`src/design/gpb_pkg.sv`:
```
package gpb_pkg;

  // ----------------------------------------
  // Widths
  // ----------------------------------------
  localparam int PORT_W    = 8;
  localparam int BUS_W     = 32;
  localparam int OFS_W     = 8;
  localparam int HADDR_PIN = 4;

  // ----------------------------------------
  // Register byte offsets
  // ----------------------------------------
  localparam logic [7:0] OFS_H_PIN  = 8'h00;
  localparam logic [7:0] OFS_H_LAT  = 8'h04;
  localparam logic [7:0] OFS_H_DIR  = 8'h08;
  localparam logic [7:0] OFS_J_PIN  = 8'h0C;
  localparam logic [7:0] OFS_J_LAT  = 8'h10;
  localparam logic [7:0] OFS_J_DIR  = 8'h14;
  localparam logic [7:0] OFS_PU_CTL = 8'h18;
  localparam logic [7:0] OFS_MEMCTL = 8'h1C;

  // ----------------------------------------
  // Field positions and reset values
  // ----------------------------------------
  localparam int         PU_BIT      = 5;
  localparam int         EXT_BUS_DISABLE_BIT   = 7;
  localparam logic [7:0] LAT_RST     = 8'h00;
  localparam logic [7:0] DIR_RST     = 8'hFF;
  localparam logic       PU_RST      = 1'b0;
  localparam logic       EXT_BUS_DISABLE_RST   = 1'b1;
  localparam logic [7:0] H_ADDR_MASK = 8'h0F;
  localparam logic [7:0] ALL_MASK    = 8'hFF;
  localparam logic [7:0] NONE_MASK   = 8'h00;

  // ----------------------------------------
  // Types
  // ----------------------------------------
  typedef enum logic [1:0] {
    ST_IDLE = 2'b01,
    ST_RD   = 2'b10
  } gpb_bus_st_t;

  typedef struct packed {
    logic [PORT_W-1:0] data;
    logic [PORT_W-1:0] oe_n;
  } gpb_pins_t;

endpackage

```
`src/design/gpb_ports.sv`:
```
`timescale 1ns/100ps
module gpb_ports (
  input  wire logic                         SYS_CLK,
  input  wire logic                         NRST,
  input  wire logic                         HSEL,
  input  wire logic [gpb_pkg::BUS_W-1:0]    HADDR,
  input  wire logic [1:0]                   HTRANS,
  input  wire logic                         HWRITE,
  input  wire logic [2:0]                   HSIZE,
  input  wire logic [gpb_pkg::BUS_W-1:0]    HWDATA,
  input  wire logic                         HREADY,
  output logic      [gpb_pkg::BUS_W-1:0]    HRDATA,
  output logic                              HREADYOUT,
  output logic                              HRESP,
  input  wire logic [gpb_pkg::PORT_W-1:0]   PORT_H_PIN_IN,
  output gpb_pkg::gpb_pins_t                PORT_H_PINS,
  input  wire logic [gpb_pkg::PORT_W-1:0]   PORT_J_PIN_IN,
  output gpb_pkg::gpb_pins_t                PORT_J_PINS,
  output logic      [gpb_pkg::PORT_W-1:0]   PORT_J_PULLUP_EN,
  input  wire logic [gpb_pkg::HADDR_PIN-1:0] HIGH_ADDRESS_IN,
  input  wire logic [gpb_pkg::PORT_W-1:0]   BUS_CTRL_IN,
  output logic                              EXT_BUS_ENABLE
);
  import gpb_pkg::*;

  // ----------------------------------------
  // Declarations
  // ----------------------------------------
  gpb_bus_st_t       st_q,     st_d;
  logic [OFS_W-1:0]  addr_q,   addr_d;
  logic              wr_pend_q, wr_pend_d;
  logic [BUS_W-1:0]  rdata_q,  rdata_d;
  logic              ready_q,  ready_d;
  logic [PORT_W-1:0] lat_h_q,  lat_h_d;
  logic [PORT_W-1:0] dir_h_q,  dir_h_d;
  logic [PORT_W-1:0] lat_j_q,  lat_j_d;
  logic [PORT_W-1:0] dir_j_q,  dir_j_d;
  logic              pu_q,     pu_d;
  logic              ext_bus_disable_q,  ext_bus_disable_d;
  gpb_pins_t         h_pins_q, h_pins_d;
  gpb_pins_t         j_pins_q, j_pins_d;
  logic [PORT_W-1:0] pullup_q, pullup_d;
  logic              bus_en_q, bus_en_d;
  logic              emi_en;

  // ----------------------------------------
  // Helpers
  // ----------------------------------------
  function automatic gpb_pins_t pin_mux(input logic [PORT_W-1:0] ovr,
                                        input logic [PORT_W-1:0] alt,
                                        input logic [PORT_W-1:0] lat,
                                        input logic [PORT_W-1:0] dir);
    gpb_pins_t p;
    p.data = (ovr & alt) | (~ovr & lat);
    p.oe_n = ~ovr & dir;
    return p;
  endfunction

  function automatic logic [BUS_W-1:0] widen(input logic [PORT_W-1:0] v);
    return {{(BUS_W-PORT_W){1'b0}}, v};
  endfunction

  assign emi_en = ~ext_bus_disable_q;

  // ----------------------------------------
  // AHB-Lite slave and registers
  // ----------------------------------------
  always_comb begin
    st_d      = st_q;
    addr_d    = addr_q;
    wr_pend_d = 1'b0;
    rdata_d   = rdata_q;
    ready_d   = 1'b1;
    lat_h_d   = lat_h_q;
    dir_h_d   = dir_h_q;
    lat_j_d   = lat_j_q;
    dir_j_d   = dir_j_q;
    pu_d      = pu_q;
    ext_bus_disable_d   = ext_bus_disable_q;
    // Write commits at end of its zero-wait data phase
    if (wr_pend_q) begin
      case (addr_q)
        OFS_H_PIN:  lat_h_d = HWDATA[PORT_W-1:0];
        OFS_H_LAT:  lat_h_d = HWDATA[PORT_W-1:0];
        OFS_H_DIR:  dir_h_d = HWDATA[PORT_W-1:0];
        OFS_J_PIN:  lat_j_d = HWDATA[PORT_W-1:0];
        OFS_J_LAT:  lat_j_d = HWDATA[PORT_W-1:0];
        OFS_J_DIR:  dir_j_d = HWDATA[PORT_W-1:0];
        OFS_PU_CTL: pu_d = HWDATA[PU_BIT];
        OFS_MEMCTL: ext_bus_disable_d = HWDATA[EXT_BUS_DISABLE_BIT];
        default:    ;
      endcase
    end
    unique case (st_q)
      ST_IDLE: begin
        if (HSEL && HTRANS[1] && HREADY) begin
          addr_d = HADDR[OFS_W-1:0];
          if (HWRITE) begin
            wr_pend_d = 1'b1;
          end else begin
            // One wait state so a read right after a write sees it
            st_d    = ST_RD;
            ready_d = 1'b0;
          end
        end
      end
      ST_RD: begin
        st_d = ST_IDLE;
        case (addr_q)
          OFS_H_PIN:  rdata_d = widen(PORT_H_PIN_IN);
          OFS_H_LAT:  rdata_d = widen(lat_h_q);
          OFS_H_DIR:  rdata_d = widen(dir_h_q);
          OFS_J_PIN:  rdata_d = widen(PORT_J_PIN_IN);
          OFS_J_LAT:  rdata_d = widen(lat_j_q);
          OFS_J_DIR:  rdata_d = widen(dir_j_q);
          OFS_PU_CTL: rdata_d = widen({2'b00, pu_q, 5'b0_0000});
          OFS_MEMCTL: rdata_d = widen({ext_bus_disable_q, 7'b000_0000});
          default:    rdata_d = 32'h0000_0000;
        endcase
      end
    endcase
  end

  always_ff @(posedge SYS_CLK or negedge NRST) begin
    if (!NRST) begin
      st_q      <= ST_IDLE;
      addr_q    <= 8'h00;
      wr_pend_q <= 1'b0;
      rdata_q   <= 32'h0000_0000;
      ready_q   <= 1'b1;
      lat_h_q   <= LAT_RST;
      dir_h_q   <= DIR_RST;
      lat_j_q   <= LAT_RST;
      dir_j_q   <= DIR_RST;
      pu_q      <= PU_RST;
      ext_bus_disable_q   <= EXT_BUS_DISABLE_RST;
    end else begin
      st_q      <= st_d;
      addr_q    <= addr_d;
      wr_pend_q <= wr_pend_d;
      rdata_q   <= rdata_d;
      ready_q   <= ready_d;
      lat_h_q   <= lat_h_d;
      dir_h_q   <= dir_h_d;
      lat_j_q   <= lat_j_d;
      dir_j_q   <= dir_j_d;
      pu_q      <= pu_d;
      ext_bus_disable_q   <= ext_bus_disable_d;
    end
  end

  // ----------------------------------------
  // Pin drivers
  // ----------------------------------------
  always_comb begin
    // Address bits 16..19 on pins 0..3
    h_pins_d = pin_mux(emi_en ? H_ADDR_MASK : NONE_MASK,
                       {{(PORT_W-HADDR_PIN){1'b0}}, HIGH_ADDRESS_IN}, lat_h_q, dir_h_q);
    j_pins_d = pin_mux(emi_en ? ALL_MASK : NONE_MASK,
                       BUS_CTRL_IN, lat_j_q, dir_j_q);
    pullup_d = {PORT_W{pu_q}} & j_pins_d.oe_n;
    bus_en_d = emi_en;
  end

  always_ff @(posedge SYS_CLK or negedge NRST) begin
    if (!NRST) begin
      h_pins_q <= '{data: LAT_RST, oe_n: DIR_RST};
      j_pins_q <= '{data: LAT_RST, oe_n: DIR_RST};
      pullup_q <= NONE_MASK;
      bus_en_q <= ~EXT_BUS_DISABLE_RST;
    end else begin
      h_pins_q <= h_pins_d;
      j_pins_q <= j_pins_d;
      pullup_q <= pullup_d;
      bus_en_q <= bus_en_d;
    end
  end

  assign HRDATA           = rdata_q;
  assign HREADYOUT        = ready_q;
  // Only OKAY; unmapped reads give zero
  assign HRESP            = 1'b0;
  assign PORT_H_PINS      = h_pins_q;
  assign PORT_J_PINS      = j_pins_q;
  assign PORT_J_PULLUP_EN = pullup_q;
  assign EXT_BUS_ENABLE   = bus_en_q;

  logic [1:0] cfg_seen_q;
  always_ff @(posedge SYS_CLK or negedge NRST) begin
    if (!NRST) begin
      cfg_seen_q <= 2'b00;
    end else begin
      cfg_seen_q <= cfg_seen_q | {wr_pend_q && addr_q == OFS_PU_CTL,
                                  wr_pend_q && addr_q == OFS_J_DIR};
    end
  end
endmodule

```
`config.mk`:
```
export PLATFORM = sky130hd
export DESIGN_NAME = gpb_ports
export DESIGN_NICKNAME = d
export VERILOG_FILES = /design/src/design/gpb_pkg.sv /design/src/design/gpb_ports.sv
export SDC_FILE = /design/constraint.sdc
export NUM_CORES = 1
export LEC_CHECK = 0
export BUFFER_PORTS_ARGS = -buffer_cell sky130_fd_sc_hd__buf_4
export CELL_PAD_IN_SITES_DETAIL_PLACEMENT = 1
export CELL_PAD_IN_SITES_GLOBAL_PLACEMENT = 1
export CORE_MARGIN = 5
export CORE_UTILIZATION = 37
export DETAILED_ROUTE_END_ITERATION = 6
export PLACE_DENSITY = 0.85
export SETUP_SLACK_MARGIN = 0.3
export SYNTH_ARGS = -nofsm -noshare
export SYNTH_HDL_FRONTEND = slang
export SYNTH_SLANG_ARGS = --single-unit
export TNS_END_PERCENT = 5
```
`constraint.sdc`:
```
create_clock -name SYS_CLK -period 2.2 [get_ports SYS_CLK]
set_input_delay 0 -clock SYS_CLK [delete_from_list [all_inputs] [get_ports SYS_CLK]]
set_output_delay 0 -clock SYS_CLK [all_outputs]
set_load 0.02 [all_outputs]
```
# Word level (Yosys, flattened, before mapping)
# Index checks and enable logic that the tools add are counted.
[word_totals]
ff_bits = 119
in_bits = 102
out_inout_bits = 75
word_cells = 64
[classes]
eq_ne = 11
mux = 11
bitwise = 12
reduce_logical = 13
[op_table]
columns = ["op", "count"]
rows = [
  ["8-bit one-hot mux with 8 select lines", 1],
  ["8-bit bitwise AND", 6],
  ["8-bit by 5-bit == test with 1-bit output (second input constant)", 4],
  ["8-bit by 4-bit == test with 1-bit output (second input constant)", 2],
  ["2-bit AND reduction", 8],
  ["8-bit by 3-bit == test with 1-bit output (second input constant)", 1],
  ["8-bit logical NOT", 1],
  ["8-bit two-way mux", 1],
  ["4-bit NOT with 8-bit output", 1],
  ["8-bit NOT", 1],
  ["4-bit by 8-bit OR with 8-bit output", 1],
  ["8-bit OR", 1],
  ["1-bit two-way mux", 5],
  ["4-bit bitwise AND", 1],
  ["2-bit two-way mux", 2],
  ["4-bit two-way mux", 1],
  ["2-bit != test (second input constant)", 2],
  ["2-bit one-hot mux with 2 select lines", 1],
  ["2-bit OR reduction", 2],
  ["2-bit by 1-bit == test with 1-bit output (second input constant)", 1],
  ["2-bit == test (second input constant)", 1],
  ["1-bit logical AND", 2],
  ["1-bit NOT", 1],
]

# Longest topological paths before layout
[logic_depth]
word_depth = 4
mapped_depth = 7
ltp_nobuf = 4

# Worst setup path after synthesis
# Ideal clock, no wire load.
[synth_path]
path_kind = "flip-flop to flip-flop"
startpoint = "register addr_q[5]"
endpoint = "register lat_j_q[0]"
arrival_ps = 1521
required_ps = 2075
setup_slack_ps = 554
path_stages_with_launch = 4
path_buffers = 0
cell_sequence = "dfrtp_1 -> nor4b_4 -> nor3b_4 -> mux2_2"
[synth_via]
elab_chain_cells = 3
[synth_rtl]
columns = ["item", "line", "source"]
rows = [
  ["from (decl)", "gpb_ports.sv:30", "logic [OFS_W-1:0] addr_q, addr_d;"],
  ["from (signal assigned)", "gpb_ports.sv:139", "addr_q <= addr_d;"],
  ["8-bit by 5-bit == test with 1-bit output or 8-bit by 4-bit == test with 1-bit output (tied branches)", "gpb_ports.sv:82", "case (addr_q)"],
  ["2-bit OR reduction (no line) (*)", "-", ""],
  ["2-bit AND reduction (no line) (*)", "-", ""],
  ["to (signal assigned)", "gpb_ports.sv:145", "lat_j_q <= lat_j_d;"],
  ["to (decl)", "gpb_ports.sv:36", "logic [PORT_W-1:0] lat_j_q, lat_j_d;"],
]
# Mark *: on every way between the ends. The rest lies on a longest branch, timed or not.
# A chain may end at the register's enable or synchronous reset.

# Final worst setup path
[layout_path]
startpoint = "register addr_q[3]"
endpoint = "register rdata_q[6], in the netlist HRDATA[6]"
[layout_via]
elab_chain_cells = 2
[layout_rtl]
columns = ["item", "line", "source"]
rows = [
  ["8-bit by 5-bit == test with 1-bit output (tied with other cells)", "gpb_ports.sv:109", "case (addr_q)"],
  ["8-bit one-hot mux with 8 select lines (*)", "gpb_ports.sv:109", ""],
  ["to (signal assigned)", "gpb_ports.sv:141", "rdata_q <= rdata_d;"],
  ["to (decl)", "gpb_ports.sv:32", "logic [BUS_W-1:0] rdata_q, rdata_d;"],
]
# Marks and branches as above.

==> metrics.txt <==
Layout area overhead=36.0%; Reg clk slew, reported paths=0.10 ns; Non-Filler Instances=591; switching part of the total=0.318; pin count of the biggest net entering global routing=54; Worst EP required=2.46 ns; multi-input logic area=0.00151 mm²; Met1 Wirelength=4340 µm; Fillers=1123; # H-tree levels=3; Inst Count DP=540; Clk Latency, worst-skew pair=0.37 ns; Switch Pwr=1.59 mW; ANT cells=0; initial DRC count=169; root buf cell=clkbuf_8; CTS tree=built; die area=0.0133 mm²; skew final=0.0148 ns; total CTS buffers=9; clock sinks=95; Max Clk Rate=0.530 GHz; fin nets=548; Die Height=115 µm; part of the cycle the worst path needs=0.858; power density over cell area=898 mW/mm²; actual slew at the worst max-slew pin=0.586 ns; crit path DAT=2.15 ns; most frequent cells in the layout=buf_4 (112), dfrtp_1 (59), mux2_2 (59); metal2 WL=5830 µm; gp weighted congestion=0.811; fin. max-slew vios=0; Vias per Instance=4.81; Mapped Area=0.00409 mm²; synth unique cells=43; Routed WL=11100 µm; Setup TNS=0 ns; Crit Path Max Fanout=12; minimum clock period=1.89 ns; status=complete, no violations; GRT Overall Usage=0.173; register-to-register setup slack=0.31 ns; Met3 Wirelength=580 µm; Initial Utilization=0.378; worst r2r src=addr_q[3]; clk buf depth=2; sequential fraction of design power=0.446; io pins=177; post-route cell area=0.00557 mm²; Seq. cell area=0.00242 mm²; R2R depth=5; Cell Int Power=3.41 mW; yosys warns=0; Hold EP=st_q[0]; Clk pwr share=0.284; initial antenna violation count=0; first-pass GRT wire length=17400 µm; hold_sp=HSEL; placed cell areas=0.00496 mm²; Worst Hold Margin=0.0127 ns; final hold vios=0; I/O Buffers=99; hpwl dp=7830 µm; Combinational Power Share=0.270; Die Span X=115 µm; Setup CP Type=register to register; synthesis-stage register bit count=95; slew margin rel.=0.609; most common cell after layout, fill and taps aside=buf_4; uppermost routed layer=met4; GR Overflow Total=0; Avg WL per Cell=18.8 µm; post-synthesis sequential area ratio=0.592; MaxCap Viol Count=0; drt first pass iters=4; Hold Path Depth=4; core area=0.0108 mm²; row count=38; Power Total=5.00 mW; Final Setup Violations=0; Syn Area/Cell=13.5 µm²; share of cells above drive strength 1=0.528; RSZ-0062 raised after global routing=true; Hold WC Path Type=input port to register; Worst Setup End Kind=register; R2R Path End=HRDATA[6]; Mapped Cells=303; Setup crit start kind=register; vias=2844; Peak VDD IR=419 µV; drt drc=0; vias in the first global route=3212; LEAKAGE=2.61 nW; antenna viol nets, final=0
## cells by family (layout without fill, tap and decap cells)
kind of cell,Yosys count,count (layout),share of synthesized area
buffers and inverters,41,165,0.0645
muxes,67,67,0.191
and+or+nand+nor,70,70,0.105
DFF,95,95,0.592
AOI/OAI and AO/OA,29,29,0.0471
other,1,25,0.000916
## synth_stat cells, drive strengths merged
master	count	share of area
and2	14	0.021
nor2b	2	0.0031
o22a	1	0.0021
nand2	13	0.013
a32o	1	0.0024
inv	4	0.0037
nand2b	3	0.0046
dfstp	35	0.22
a32oi	1	0.0021
nand3	5	0.0061
or3b	2	0.0043
o31ai	1	0.0018
a22o	2	0.0043
buf	32	0.056
a211oi	2	0.0037
conb	1	0.00092
nor3	5	0.010
a221o	1	0.0024
o21ai	7	0.0086
mux2i	5	0.012
o22ai	1	0.0015
or3	2	0.0031
a221oi	1	0.0021
a22oi	4	0.0073
mux4	3	0.017
clkbuf	5	0.0046
nor4b	1	0.0058
dfrtp	60	0.37
nor2	11	0.012
and3	8	0.012
nor3b	1	0.0046
mux2	59	0.16
and3b	1	0.0021
a21oi	7	0.0086
nand4	1	0.0015
or2	1	0.0015
## cell type report
cell class              instances  share of cell area
inverters                       4             0.00270
clock inverters                 5              0.0187
repair buffers                145               0.214
multi-input cells             191               0.271
clock buffers                  11              0.0272
flip-flops and latches         95               0.435
well taps                     140              0.0315
## critical path, cell delays in order (launching register included)
cell     delay [ns]
dfrtp_1        0.63
buf_4          0.26
mux2_2         0.34
a22oi_1        0.14
o22ai_1        0.14
a32o_1         0.28
## layer usage
metal,GRT usage,up-vias
li1,-,1287
met1,0.212,1445
met2,0.299,88
met3,0.0305,24
met4,0.0751,0
met5,0,-
## worst max path at each step
stage,start,to,slack (ns),depth (start not counted)
3_5_place_dp,addr_q[5],lat_j_q[2],0.22,4
6_report,addr_q[3],HRDATA[6],0.31,5
3_3_place_gp,addr_q[5],lat_j_q[4],0.29,4
4_1_cts,addr_q[2],dir_j_q[4],0.19,4
5_1_grt,addr_q[3],lat_j_q[2],0.20,5
2_1_floorplan,addr_q[5],lat_j_q[0],0.55,3
## flip-flops by register name, indices dropped and copies added, names as in the netlist
register	count
HREADYOUT	1
HRDATA	8
PORT_J_PINS	16
dir_h_q	8
dir_j_q	8
wr_pend_q	1
lat_h_q	8
EXT_BUS_ENABLE	1
lat_j_q	8
ext_bus_disable_q	1
PORT_H_PINS	16
PORT_J_PULLUP_EN	8
addr_q	8
pu_q	1
st_q	2
## power groups by stage
stage / clock network (mW) / registers, mW / logic (mW)
detailed placement: 0 / 2.24 / 1.30
finish: 1.42 / 2.23 / 1.35
floorplan: 0 / 2.18 / 0.881
global placement: 0 / 2.23 / 1.24
global route: 1.53 / 2.27 / 1.47
CTS: 1.45 / 2.22 / 1.35
## stage by stage
step,util,setup slack [ns]
3_5_place_dp,0.458,0.220
2_1_floorplan,-,0.554
3_3_place_gp,0.458,0.290
5_1_grt,0.514,0.199
4_1_cts,0.510,0.189
6_report,0.514,0.312
## timing repair
item	in CTS	in global routing
endpoints found under the hold margin	93	0
gates resized for setup	0	3
pin swaps	0	1
buffers inserted	1	3
endpoints found under the setup margin	28	35
hold buffers	31	0
(Power assumes the default switching activity.)
